`config.mk`:
```
export PLATFORM = sky130hd
export DESIGN_NAME = codec_control_regs_one_two
export DESIGN_NICKNAME = d
export VERILOG_FILES = /design/src/rtl/bit_clock_gen.v /design/src/rtl/host_pin_mux.v /design/src/rtl/codec_control_regs_one_two.v
export VERILOG_INCLUDE_DIRS = /design/src /design/src/rtl
export SDC_FILE = /design/constraint.sdc
export NUM_CORES = 1
export LEC_CHECK = 0
export BUFFER_PORTS_ARGS = -buffer_cell sky130_fd_sc_hd__buf_2
export CAP_MARGIN = 20
export CORE_UTILIZATION = 59
export CTS_CLUSTER_SIZE = 30
export DETAILED_ROUTE_END_ITERATION = 16
export PLACE_DENSITY = 0.88
export RECOVER_POWER = 100
export SYNTH_ARGS = -nofsm -noshare
export SYNTH_HDL_FRONTEND = slang
export SYNTH_SLANG_ARGS = --single-unit
```
`constraint.sdc`:
```
create_clock -name ref_clk -period 9.45 [get_ports ref_clk]
set_input_delay 0.945 -clock ref_clk [delete_from_list [all_inputs] [get_ports ref_clk]]
set_output_delay 0.945 -clock ref_clk [all_outputs]
set_load 0.02 [all_outputs]
```
`src/rtl/chan_ctrl_defs.vh`:
```
// Constants for the channel control register pair
`ifndef CHAN_CTRL_DEFS_VH
`define CHAN_CTRL_DEFS_VH

// Control word layout
`define CW_ADDR_HI        15
`define CW_ADDR_LO        13
`define CW_RW_BIT         12
`define CW_DATA_HI        7
`define CW_DATA_LO        0

// Register numbers
`define REG_CTRL_ONE      3'h1
`define REG_CTRL_TWO      3'h2

// First register fields
`define C1_ADC_OVF        7
`define C1_CONT_XFER      6
`define C1_RECURSIVE      5
`define C1_DAC_OVF        4
`define C1_BIAS           3
`define C1_ANALOG_LB      2
`define C1_DIGITAL_LB     1
`define C1_DAC_WIDTH      0

// Second register fields
`define C2_TURBO          7
`define C2_BYPASS         6
`define C2_ADDR_HI        5
`define C2_ADDR_LO        3
`define C2_GPO            2
`define C2_HPC_HI         1
`define C2_HPC_LO         0

// Reset values
`define RST_CTRL_ONE_BIT  1'b0
`define RST_ADDR_MSBS     3'h4
`define RST_HPC           2'h0
`define RST_CTRL_TWO_BIT  1'b0

// Host pin configurations
`define HPC_I2C           2'h0
`define HPC_START_STOP    2'h1
`define HPC_GPO_ROUTE     2'h2
`define HPC_FRAME_FLAG    2'h3

// Bit clock: bits per device per frame
`define BITS_PER_DEVICE   11'h010

`endif

```
`src/rtl/bit_clock_gen.v`:
```
// Bit clock generator by rational rate accumulation
`timescale 1ns/1ps
module bit_clock_gen (
	input  wire        ref_clk,
	input  wire        reset_n,
	input  wire        clk_en,
	input  wire [10:0] half_bits_num,
	input  wire [15:0] cycles_den,
	output reg         bit_clock
);
	reg  [16:0] acc_r;
	reg  [16:0] acc_nxt;
	reg         tick;
	wire [16:0] den;
	wire [16:0] sum;

	// A zero divisor is treated as one to keep the clock alive
	assign den = (cycles_den == 16'h0000) ? 17'h00001 : {1'b0, cycles_den};
	assign sum = acc_r + {6'h00, half_bits_num};

	always @* begin
		tick    = 1'b0;
		acc_nxt = sum;
		if (sum >= den) begin
			tick    = 1'b1;
			acc_nxt = sum - den;
			// A residue left from a slower ratio would burst; restart it
			if (acc_nxt >= den)
				acc_nxt = 17'h00000;
		end
	end

	always @(posedge ref_clk or negedge reset_n) begin
		if (!reset_n) begin
			acc_r     <= 17'h00000;
			bit_clock <= 1'b0;
		end else if (clk_en) begin
			acc_r <= acc_nxt;
			if (tick)
				bit_clock <= ~bit_clock;
		end
	end
endmodule // bit_clock_gen

```
`src/rtl/host_pin_mux.v`:
```
// Host pin routing for the two host pins
`timescale 1ns/1ps
`include "chan_ctrl_defs.vh"
module host_pin_mux (
	input  wire [1:0] host_pin_config,
	input  wire       general_output_bit,
	input  wire       ctrl_frame_flag,
	input  wire       scl_in,
	input  wire       engine_sda_out,
	input  wire       engine_sda_oe_n,
	output reg        i2c_link_enable,
	output reg        start_stop_host_link,
	output reg        sda_out,
	output reg        sda_oe_n,
	output reg        dout_route_enable,
	output reg        dout_route_value
);
	always @* begin
		i2c_link_enable      = 1'b0;
		start_stop_host_link = 1'b0;
		sda_out              = engine_sda_out;
		sda_oe_n             = engine_sda_oe_n;
		dout_route_enable    = 1'b0;
		dout_route_value     = 1'b0;
		case (host_pin_config)
		`HPC_I2C: begin
			i2c_link_enable = 1'b1;
		end
		`HPC_START_STOP: begin
			start_stop_host_link = 1'b1;
		end
		`HPC_GPO_ROUTE: begin
			sda_out           = general_output_bit;
			sda_oe_n          = 1'b0;
			dout_route_enable = 1'b1;
			dout_route_value  = scl_in;
		end
		`HPC_FRAME_FLAG: begin
			sda_out  = ctrl_frame_flag;
			sda_oe_n = 1'b0;
		end
		default: begin
			i2c_link_enable = 1'b0;
		end
		endcase
	end
endmodule // host_pin_mux

```
`src/rtl/codec_control_regs_one_two.v`:
```
// First two control registers of both codec channels
`timescale 1ns/1ps
`include "chan_ctrl_defs.vh"

// Overview of operation
// - Read-only bit 7 reports ADC overflow
// - Read-only bit 4 reports DAC overflow
// - Bit 6 selects programming or continuous mode
// - Bit 5 selects FIR or RECURSIVE_FILTER_SELECT filter
// - Bit 3 selects bias output level
// - Bit 2 enables analog loopback
// - Bit 1 enables digital loopback
// - Bit 0 sets DAC word width, continuous only
// - Set LSB of 15-bit word exits continuous
// - Normal bit clock from frame, devices, mode
// - Turbo bit clock is master clock over P
// - Second register bit 6 bypasses rate filters
// - Bits 5:3 are address MSBs, reset 100
// - Pin field selects I2C or start-stop link
// - Field 10 drives GENERAL_OUTPUT_BIT, routes clock pin
// - Field 11 drives the control frame flag
// - Mode, bias, width and register two shadowed
// - Shadowed writes update the one copy both channels share
// - Word holds register, read flag and data
module codec_control_regs_one_two (
	input  wire        ref_clk,
	input  wire        reset_n,
	input  wire        clk_en,
	input  wire        cw_valid,
	input  wire [15:0] cw_word,
	input  wire        cw_channel,
	output reg         rd_valid,
	output reg  [7:0]  rd_data,
	input  wire [1:0]  adc_overflow_event,
	input  wire [1:0]  dac_overflow_event,
	input  wire        dac_word_valid,
	input  wire        dac_word_lsb,
	input  wire [3:0]  cascade_position,
	input  wire [3:0]  cascade_count,
	input  wire [1:0]  mode_factor,
	input  wire [15:0] frame_cycles,
	input  wire [7:0]  turbo_divisor,
	input  wire        scl_in,
	input  wire        engine_sda_out,
	input  wire        engine_sda_oe_n,
	input  wire        ctrl_frame_flag,
	output wire [1:0]  adc_overflow_flag,
	output wire [1:0]  dac_overflow_flag,
	output wire        continuous_transfer_select,
	output wire [1:0]  recursive_filter_select,
	output wire        bias_level_select,
	output wire [1:0]  analog_loopback_enable,
	output wire [1:0]  digital_loopback_enable,
	output wire        dac_word_width_select,
	output wire        effective_word_16,
	output wire        rate_filter_bypass,
	output wire        turbo_select,
	output wire [6:0]  host_address,
	output wire        general_output_bit,
	output wire [1:0]  host_pin_config,
	output wire        i2c_link_enable,
	output wire        start_stop_host_link,
	output wire        sda_out,
	output wire        sda_oe_n,
	output wire        dout_route_enable,
	output wire        dout_route_value,
	output wire        bit_clock
);
	// Shadowed state: one copy serves both channels
	reg        cont_xfer_r;
	reg        bias_r;
	reg        dac_width_r;
	reg        turbo_r;
	reg        bypass_r;
	reg  [2:0] addr_msbs_r;
	reg        gpo_r;
	reg  [1:0] hpc_r;

	// Next values of the shadowed state
	reg        cont_xfer_nxt;
	reg        bias_nxt;
	reg        dac_width_nxt;
	reg        turbo_nxt;
	reg        bypass_nxt;
	reg  [2:0] addr_msbs_nxt;
	reg        gpo_nxt;
	reg  [1:0] hpc_nxt;

	// Per-channel state
	reg  [1:0] recursive_r;
	reg  [1:0] analog_lb_r;
	reg  [1:0] digital_lb_r;
	reg  [1:0] adc_ovf_r;
	reg  [1:0] dac_ovf_r;

	// Next values of the per-channel state
	reg  [1:0] recursive_nxt;
	reg  [1:0] analog_lb_nxt;
	reg  [1:0] digital_lb_nxt;
	reg  [1:0] adc_ovf_nxt;
	reg  [1:0] dac_ovf_nxt;

	wire       wr_one;
	wire       wr_two;
	wire       rd_one;
	wire       rd_two;
	wire [7:0] wdata;
	wire       exit_cont;
	wire [7:0] ctrl_one_view;
	wire [7:0] ctrl_two_view;
	reg  [10:0] half_bits;
	reg  [15:0] rate_den;
	wire [10:0] bits_per_frame;

	// Next values of the read return
	reg         rd_valid_nxt;
	reg  [7:0]  rd_data_nxt;
	wire [1:0]  chan_sel;
	wire [1:0]  chan_clear;

	localparam [10:0] bits_per_dev = `BITS_PER_DEVICE;

	// Match a control word against a register number and direction
	function reg_hit;
		input [15:0] word;
		input [2:0]  regnum;
		input        rd;
		begin
			reg_hit = (word[`CW_ADDR_HI:`CW_ADDR_LO] == regnum) &&
				(word[`CW_RW_BIT] == rd);
		end
	endfunction

	assign wr_one = cw_valid &&
		reg_hit(cw_word, `REG_CTRL_ONE, 1'b0);
	assign wr_two = cw_valid &&
		reg_hit(cw_word, `REG_CTRL_TWO, 1'b0);
	assign rd_one = cw_valid &&
		reg_hit(cw_word, `REG_CTRL_ONE, 1'b1);
	assign rd_two = cw_valid &&
		reg_hit(cw_word, `REG_CTRL_TWO, 1'b1);
	assign wdata  = cw_word[`CW_DATA_HI:`CW_DATA_LO];

	// A set LSB on a 15-bit DAC word drops back to programming mode
	assign exit_cont = dac_word_valid && cont_xfer_r && !dac_width_r &&
		dac_word_lsb;

	// Next values of the shadowed fields of both registers
	always @* begin
		cont_xfer_nxt = cont_xfer_r;
		bias_nxt      = bias_r;
		dac_width_nxt = dac_width_r;
		turbo_nxt     = turbo_r;
		bypass_nxt    = bypass_r;
		addr_msbs_nxt = addr_msbs_r;
		gpo_nxt       = gpo_r;
		hpc_nxt       = hpc_r;
		if (wr_one) begin
			// Same copy for both channels, whichever one wrote
			cont_xfer_nxt = wdata[`C1_CONT_XFER];
			bias_nxt      = wdata[`C1_BIAS];
			dac_width_nxt = wdata[`C1_DAC_WIDTH];
		end else if (exit_cont) begin
			cont_xfer_nxt = 1'b0;
		end
		if (wr_two) begin
			turbo_nxt     = wdata[`C2_TURBO];
			bypass_nxt    = wdata[`C2_BYPASS];
			addr_msbs_nxt = wdata[`C2_ADDR_HI:`C2_ADDR_LO];
			gpo_nxt       = wdata[`C2_GPO];
			hpc_nxt       = wdata[`C2_HPC_HI:`C2_HPC_LO];
		end
	end

	// Shadowed fields of both registers
	always @(posedge ref_clk or negedge reset_n) begin
		if (!reset_n) begin
			cont_xfer_r <= `RST_CTRL_ONE_BIT;
			bias_r      <= `RST_CTRL_ONE_BIT;
			dac_width_r <= `RST_CTRL_ONE_BIT;
			turbo_r     <= `RST_CTRL_TWO_BIT;
			bypass_r    <= `RST_CTRL_TWO_BIT;
			addr_msbs_r <= `RST_ADDR_MSBS;
			gpo_r       <= `RST_CTRL_TWO_BIT;
			hpc_r       <= `RST_HPC;
		end else if (clk_en) begin
			cont_xfer_r <= cont_xfer_nxt;
			bias_r      <= bias_nxt;
			dac_width_r <= dac_width_nxt;
			turbo_r     <= turbo_nxt;
			bypass_r    <= bypass_nxt;
			addr_msbs_r <= addr_msbs_nxt;
			gpo_r       <= gpo_nxt;
			hpc_r       <= hpc_nxt;
		end
	end

	// Per-channel fields and sticky overflow flags
	genvar ch;
	generate
		for (ch = 0; ch < 2; ch = ch + 1) begin : g_chan
			assign chan_sel[ch]   = (ch == 0) ? !cw_channel : cw_channel;
			// A read of the first register clears this channel's flags
			assign chan_clear[ch] = rd_one && chan_sel[ch];
			always @* begin
				recursive_nxt[ch]  = recursive_r[ch];
				analog_lb_nxt[ch]  = analog_lb_r[ch];
				digital_lb_nxt[ch] = digital_lb_r[ch];
				if (wr_one && chan_sel[ch]) begin
					recursive_nxt[ch]  = wdata[`C1_RECURSIVE];
					analog_lb_nxt[ch]  = wdata[`C1_ANALOG_LB];
					digital_lb_nxt[ch] = wdata[`C1_DIGITAL_LB];
				end
				// Flag bits of a write are dropped; an event beats the clear
				adc_ovf_nxt[ch] = adc_ovf_r[ch];
				if (adc_overflow_event[ch])
					adc_ovf_nxt[ch] = 1'b1;
				else if (chan_clear[ch])
					adc_ovf_nxt[ch] = 1'b0;
				dac_ovf_nxt[ch] = dac_ovf_r[ch];
				if (dac_overflow_event[ch])
					dac_ovf_nxt[ch] = 1'b1;
				else if (chan_clear[ch])
					dac_ovf_nxt[ch] = 1'b0;
			end
			always @(posedge ref_clk or negedge reset_n) begin
				if (!reset_n) begin
					recursive_r[ch]  <= `RST_CTRL_ONE_BIT;
					analog_lb_r[ch]  <= `RST_CTRL_ONE_BIT;
					digital_lb_r[ch] <= `RST_CTRL_ONE_BIT;
					adc_ovf_r[ch]    <= `RST_CTRL_ONE_BIT;
					dac_ovf_r[ch]    <= `RST_CTRL_ONE_BIT;
				end else if (clk_en) begin
					recursive_r[ch]  <= recursive_nxt[ch];
					analog_lb_r[ch]  <= analog_lb_nxt[ch];
					digital_lb_r[ch] <= digital_lb_nxt[ch];
					adc_ovf_r[ch]    <= adc_ovf_nxt[ch];
					dac_ovf_r[ch]    <= dac_ovf_nxt[ch];
				end
			end
		end
	endgenerate

	// Register images as seen by the addressed channel
	assign ctrl_one_view = {
		adc_ovf_r[cw_channel],
		cont_xfer_r,
		recursive_r[cw_channel],
		dac_ovf_r[cw_channel],
		bias_r,
		analog_lb_r[cw_channel],
		digital_lb_r[cw_channel],
		dac_width_r
	};
	assign ctrl_two_view = {
		turbo_r,
		bypass_r,
		addr_msbs_r,
		gpo_r,
		hpc_r
	};

	// Read return, one cycle after the word is taken
	always @* begin
		rd_valid_nxt = rd_one | rd_two;
		rd_data_nxt  = rd_data;
		case ({rd_two, rd_one})
		2'b01: begin
			rd_data_nxt = ctrl_one_view;
		end
		2'b10: begin
			rd_data_nxt = ctrl_two_view;
		end
		default: begin
			rd_data_nxt = rd_data;
		end
		endcase
	end

	always @(posedge ref_clk or negedge reset_n) begin
		if (!reset_n) begin
			rd_valid <= 1'b0;
			rd_data  <= 8'h00;
		end else if (clk_en) begin
			rd_valid <= rd_valid_nxt;
			rd_data  <= rd_data_nxt;
		end
	end

	assign adc_overflow_flag          = adc_ovf_r;
	assign dac_overflow_flag          = dac_ovf_r;
	assign continuous_transfer_select = cont_xfer_r;
	assign recursive_filter_select    = recursive_r;
	assign bias_level_select          = bias_r;
	assign analog_loopback_enable     = analog_lb_r;
	assign digital_loopback_enable    = digital_lb_r;
	assign dac_word_width_select      = dac_width_r;
	// Width choice only counts in continuous mode
	assign effective_word_16  = cont_xfer_r & dac_width_r;
	assign rate_filter_bypass = bypass_r;
	assign turbo_select       = turbo_r;
	assign host_address       = {addr_msbs_r, cascade_position};
	assign general_output_bit = gpo_r;
	assign host_pin_config    = hpc_r;

	// Two half bits per bit, for every device of the cascade
	assign bits_per_frame = {bits_per_dev[9:0], 1'b0} *
		{7'h00, cascade_count};

	// Half-bit rate as a ratio of reference cycles
	always @* begin
		if (turbo_r) begin
			half_bits = 11'h002;
			rate_den  = {8'h00, turbo_divisor};
		end else begin
			half_bits = bits_per_frame * {9'h000, mode_factor};
			rate_den  = frame_cycles;
		end
	end

	bit_clock_gen u_bit_clock (
		.ref_clk       (ref_clk),
		.reset_n       (reset_n),
		.clk_en        (clk_en),
		.half_bits_num (half_bits),
		.cycles_den    (rate_den),
		.bit_clock     (bit_clock)
	);

	host_pin_mux u_pins (
		.host_pin_config      (hpc_r),
		.general_output_bit   (gpo_r),
		.ctrl_frame_flag      (ctrl_frame_flag),
		.scl_in               (scl_in),
		.engine_sda_out       (engine_sda_out),
		.engine_sda_oe_n      (engine_sda_oe_n),
		.i2c_link_enable      (i2c_link_enable),
		.start_stop_host_link (start_stop_host_link),
		.sda_out              (sda_out),
		.sda_oe_n             (sda_oe_n),
		.dout_route_enable    (dout_route_enable),
		.dout_route_value     (dout_route_value)
	);
endmodule // codec_control_regs_one_two

```
==> metrics.yaml <==
critical_path:
  worstPathMaxFanout: 13
  crit_type: "in -> reg"
  cp_slowest_cell: "a2111oi_0"
  reg2reg_depth: 22
  critPathLaunchType: "primary input"
  worst_path_most_repeated_cell: "ha_1"
  end_kind: "flip-flop"
  cp_top_family: "compound AO/OA/AOI/OAI gates"
  critPathMaxStageDelay_ns: 0.77
  required_ns: 9.69
  path_depth: 26
  worstPathArrival_ns: 8.42
  path_buf_inv: 1
power:
  ir_worst_vdd_uv: 237
  leakage_nw: 2.24
  p_per_area_mw_per_mm2: 317
  finalPower_mw: 1.56
sta:
  hold_ws_ns: 0.473
  fin_tns_setup_ns: 0
  final_hold_viol_count: 0
  rsz0062_at_grt: "no"
  period_needed_ns: 8.18
  finClkSkew_ns: 0.00354
  fmax_mhz: 122
  finalSetupViolCount: 0
  drv_slew: 45
  fin_crit_sh_pct: 86.5
  relSlewSlack_pct: -56.4
  setup_slack_ns: 1.27
  tightest_slew_ns: 2.35
clock_tree:
  path_clk_slew_ns: 0.09
  cts_buffers: 5
  cts-htree-levels: 2
  hold_buffers: 0
  post_cts_buffers: 0
  insertion_delay_ns: 0.30
  cts_root_buffer: "clkbuf_8"
  cts_sinks: 48
  cts_tree: "built"
  ctsResizeCount: 0
  clockBufferDepth: 2
finish:
  drive_gt1_share_pct: 17.1
  nFillCells: 606
  area_delta_synth_final_pct: 11.4
  antennaDiodeCount: 0
  nets: 676
  instances_no_fill: 665
  finish.utilization_pct: 67.8
  finalInstanceArea_mm2: 0.00492
  layout_commonest_cell: "buf_2"
  final_cell_mix: "buf_2 (54), dfrtp_1 (47), ha_1 (44)"
routing:
  ant_nets: 0
  wl_per_cell_um: 17.0
  viasPerCell: 6.18
  via_count: 4113
  wl_um: 11300
  drt_first_pass_iters: 5
  initialDrtViolationCount: 287
  drc: 0
status:
  status: "finished with violations"
  violations: "capacitance limit, slew limit"
floorplanning:
  die_area_mm2: 0.00783
  die_x_um: 88.5
  die-height_um: 88.5
  start_util_pct: 60.9
  rows: 31
  io_pins: 107
  coreArea_mm2: 0.00725
placed_design:
  dpl.hpwl_um: 8900
  dp_cells: 656
  portBuffers: 94
  dpl-instance-area_mm2: 0.00486
  place_ws_ns: 1.68
  place.gp.congestion: 0.881
global_route:
  antenna_found_initial: 0
  grt_usage_pct: 28.9
  grt-ovfl-total: 0
  grt_first_pass_wirelength_um: 17600
  grt_max_degree: 49
  grt_pass1_vias: 3762
synthesis:
  async_flop_share_pct: 100
  yosys_warnings: 0
  synth.area.mux_share_pct: 7.68
  seq_area_frac_synth_pct: 27.2
  postSynthCellCount: 487
  synth-edff-count: 0
  synthAdderAreaFrac_pct: 13.4
  synth-xor-area-share_pct: 6.29
  ys_dominant_reg_cell: "dfrtp_1"
  synth_fp_nets: 598
  synth_compound_area_share_pct: 21.6
  yosys.area_share.simple_pct: 18.7
  synth-seq-cells: 48
  synth_top_family_by_area: "compound AO/OA/AOI/OAI gates"
  synth_cell_type_count: 80
  synth_area_mm2: 0.00441
  syn_area_per_cell_um2: 9.06
hold_path:
  hold_class: "in -> async"
job:
  drv_cap: 1
==> state kept, by name (all words and copies together), names as in the netlist, 2 cells and up <==
register	count
adc_overflow_flag	2
addr_msbs_r	3
analog_loopback_enable	2
dac_overflow_flag	2
digital_loopback_enable	2
host_pin_config	2
rd_data	8
recursive_filter_select	2
u_bit_clock.acc_r	17
==> cell usage after synthesis (all sizes together), types with 2 or more instances <==
cell      n  area share [%]
fa        2            0.91
a211oi    5            0.85
xnor2    19             3.8
nor4      5            0.71
o21bai    2            0.34
clkbuf   13             1.2
a211o     2            0.40
mux2     15             3.8
a31o      2            0.40
a2111oi   2            0.82
nand4     9             1.3
o211ai    4            0.68
a31oi     2            0.28
inv      19             1.6
a21oi    34             3.9
mux2i    17             3.9
and3      2            0.40
nor2b    13             1.8
a21o      6             1.0
nor2     28             2.4
and2     10             1.5
o41ai     2            0.40
o221ai    3            0.74
or3       6             1.1
nand3     7            0.79
o21ai    25             3.2
dfrtp    47              27
a221o    13             2.9
o21a      4            0.85
a22o      7             1.4
o2bb2ai   2            0.40
o2111ai   3            0.60
xor2     10             2.0
buf      12             2.3
ha       44              12
nor3     15             1.7
nand2    40             3.5
nand2b   16             2.3
==> worst paths after layout <==
check / startpoint / end / slack [ns]
setup / recovery: mode_factor[1] / u_bit_clock.acc_r[1] / 1.27
hold / removal: reset_n / u_bit_clock.acc_r[11] / 0.47
setup reg to reg: turbo_select / u_bit_clock.acc_r[1] / 1.50
hold reg to reg: rd_data[5] / rd_data[5] / 0.49
max in group asynchronous: reset_n / digital_loopback_enable[1] / 6.49
min in group ref_clk: rd_data[5] / rd_data[5] / 0.49
==> logic make-up (layout without fill, tap and decap cells) <==
kind of cell | after synthesis | count (layout)
flops | 48 | 48
compound gates | 129 | 129
mux | 32 | 32
xor+xnor | 30 | 30
fa+ha+maj | 46 | 46
simple gates | 158 | 158
buf+inv | 44 | 123
==> routing by layer <==
layer,vias up,part of all wire [%],global-route usage (%)
met5,-,0,0
met4,0,2.4,9.82
met1,1970,41,36.3
li1,1954,-,-
met2,165,51,51.1
met3,24,5.6,3.73
==> final cells by class <==
cell class	instances	area [um^2]	share of cell area (%)
tap	99	124	2.52
clock buffer	6	82.6	1.68
inverter	19	71.3	1.45
timing repair buffer	96	428	8.70
multi-input combinational	395	2970	60.4
sequential	48	1200	24.5
clock inverter	2	38.8	0.789
==> power breakdown <==
group          switching [mW]  leakage (nW)  total (mW)  internal, mW
sequential             0.0525         0.600       0.308         0.255
clock                  0.0715        0.0614       0.158        0.0866
combinational           0.644          1.58        1.09         0.448
total                   0.768          2.24        1.56         0.790
Power figures use the tool's default switching activity.
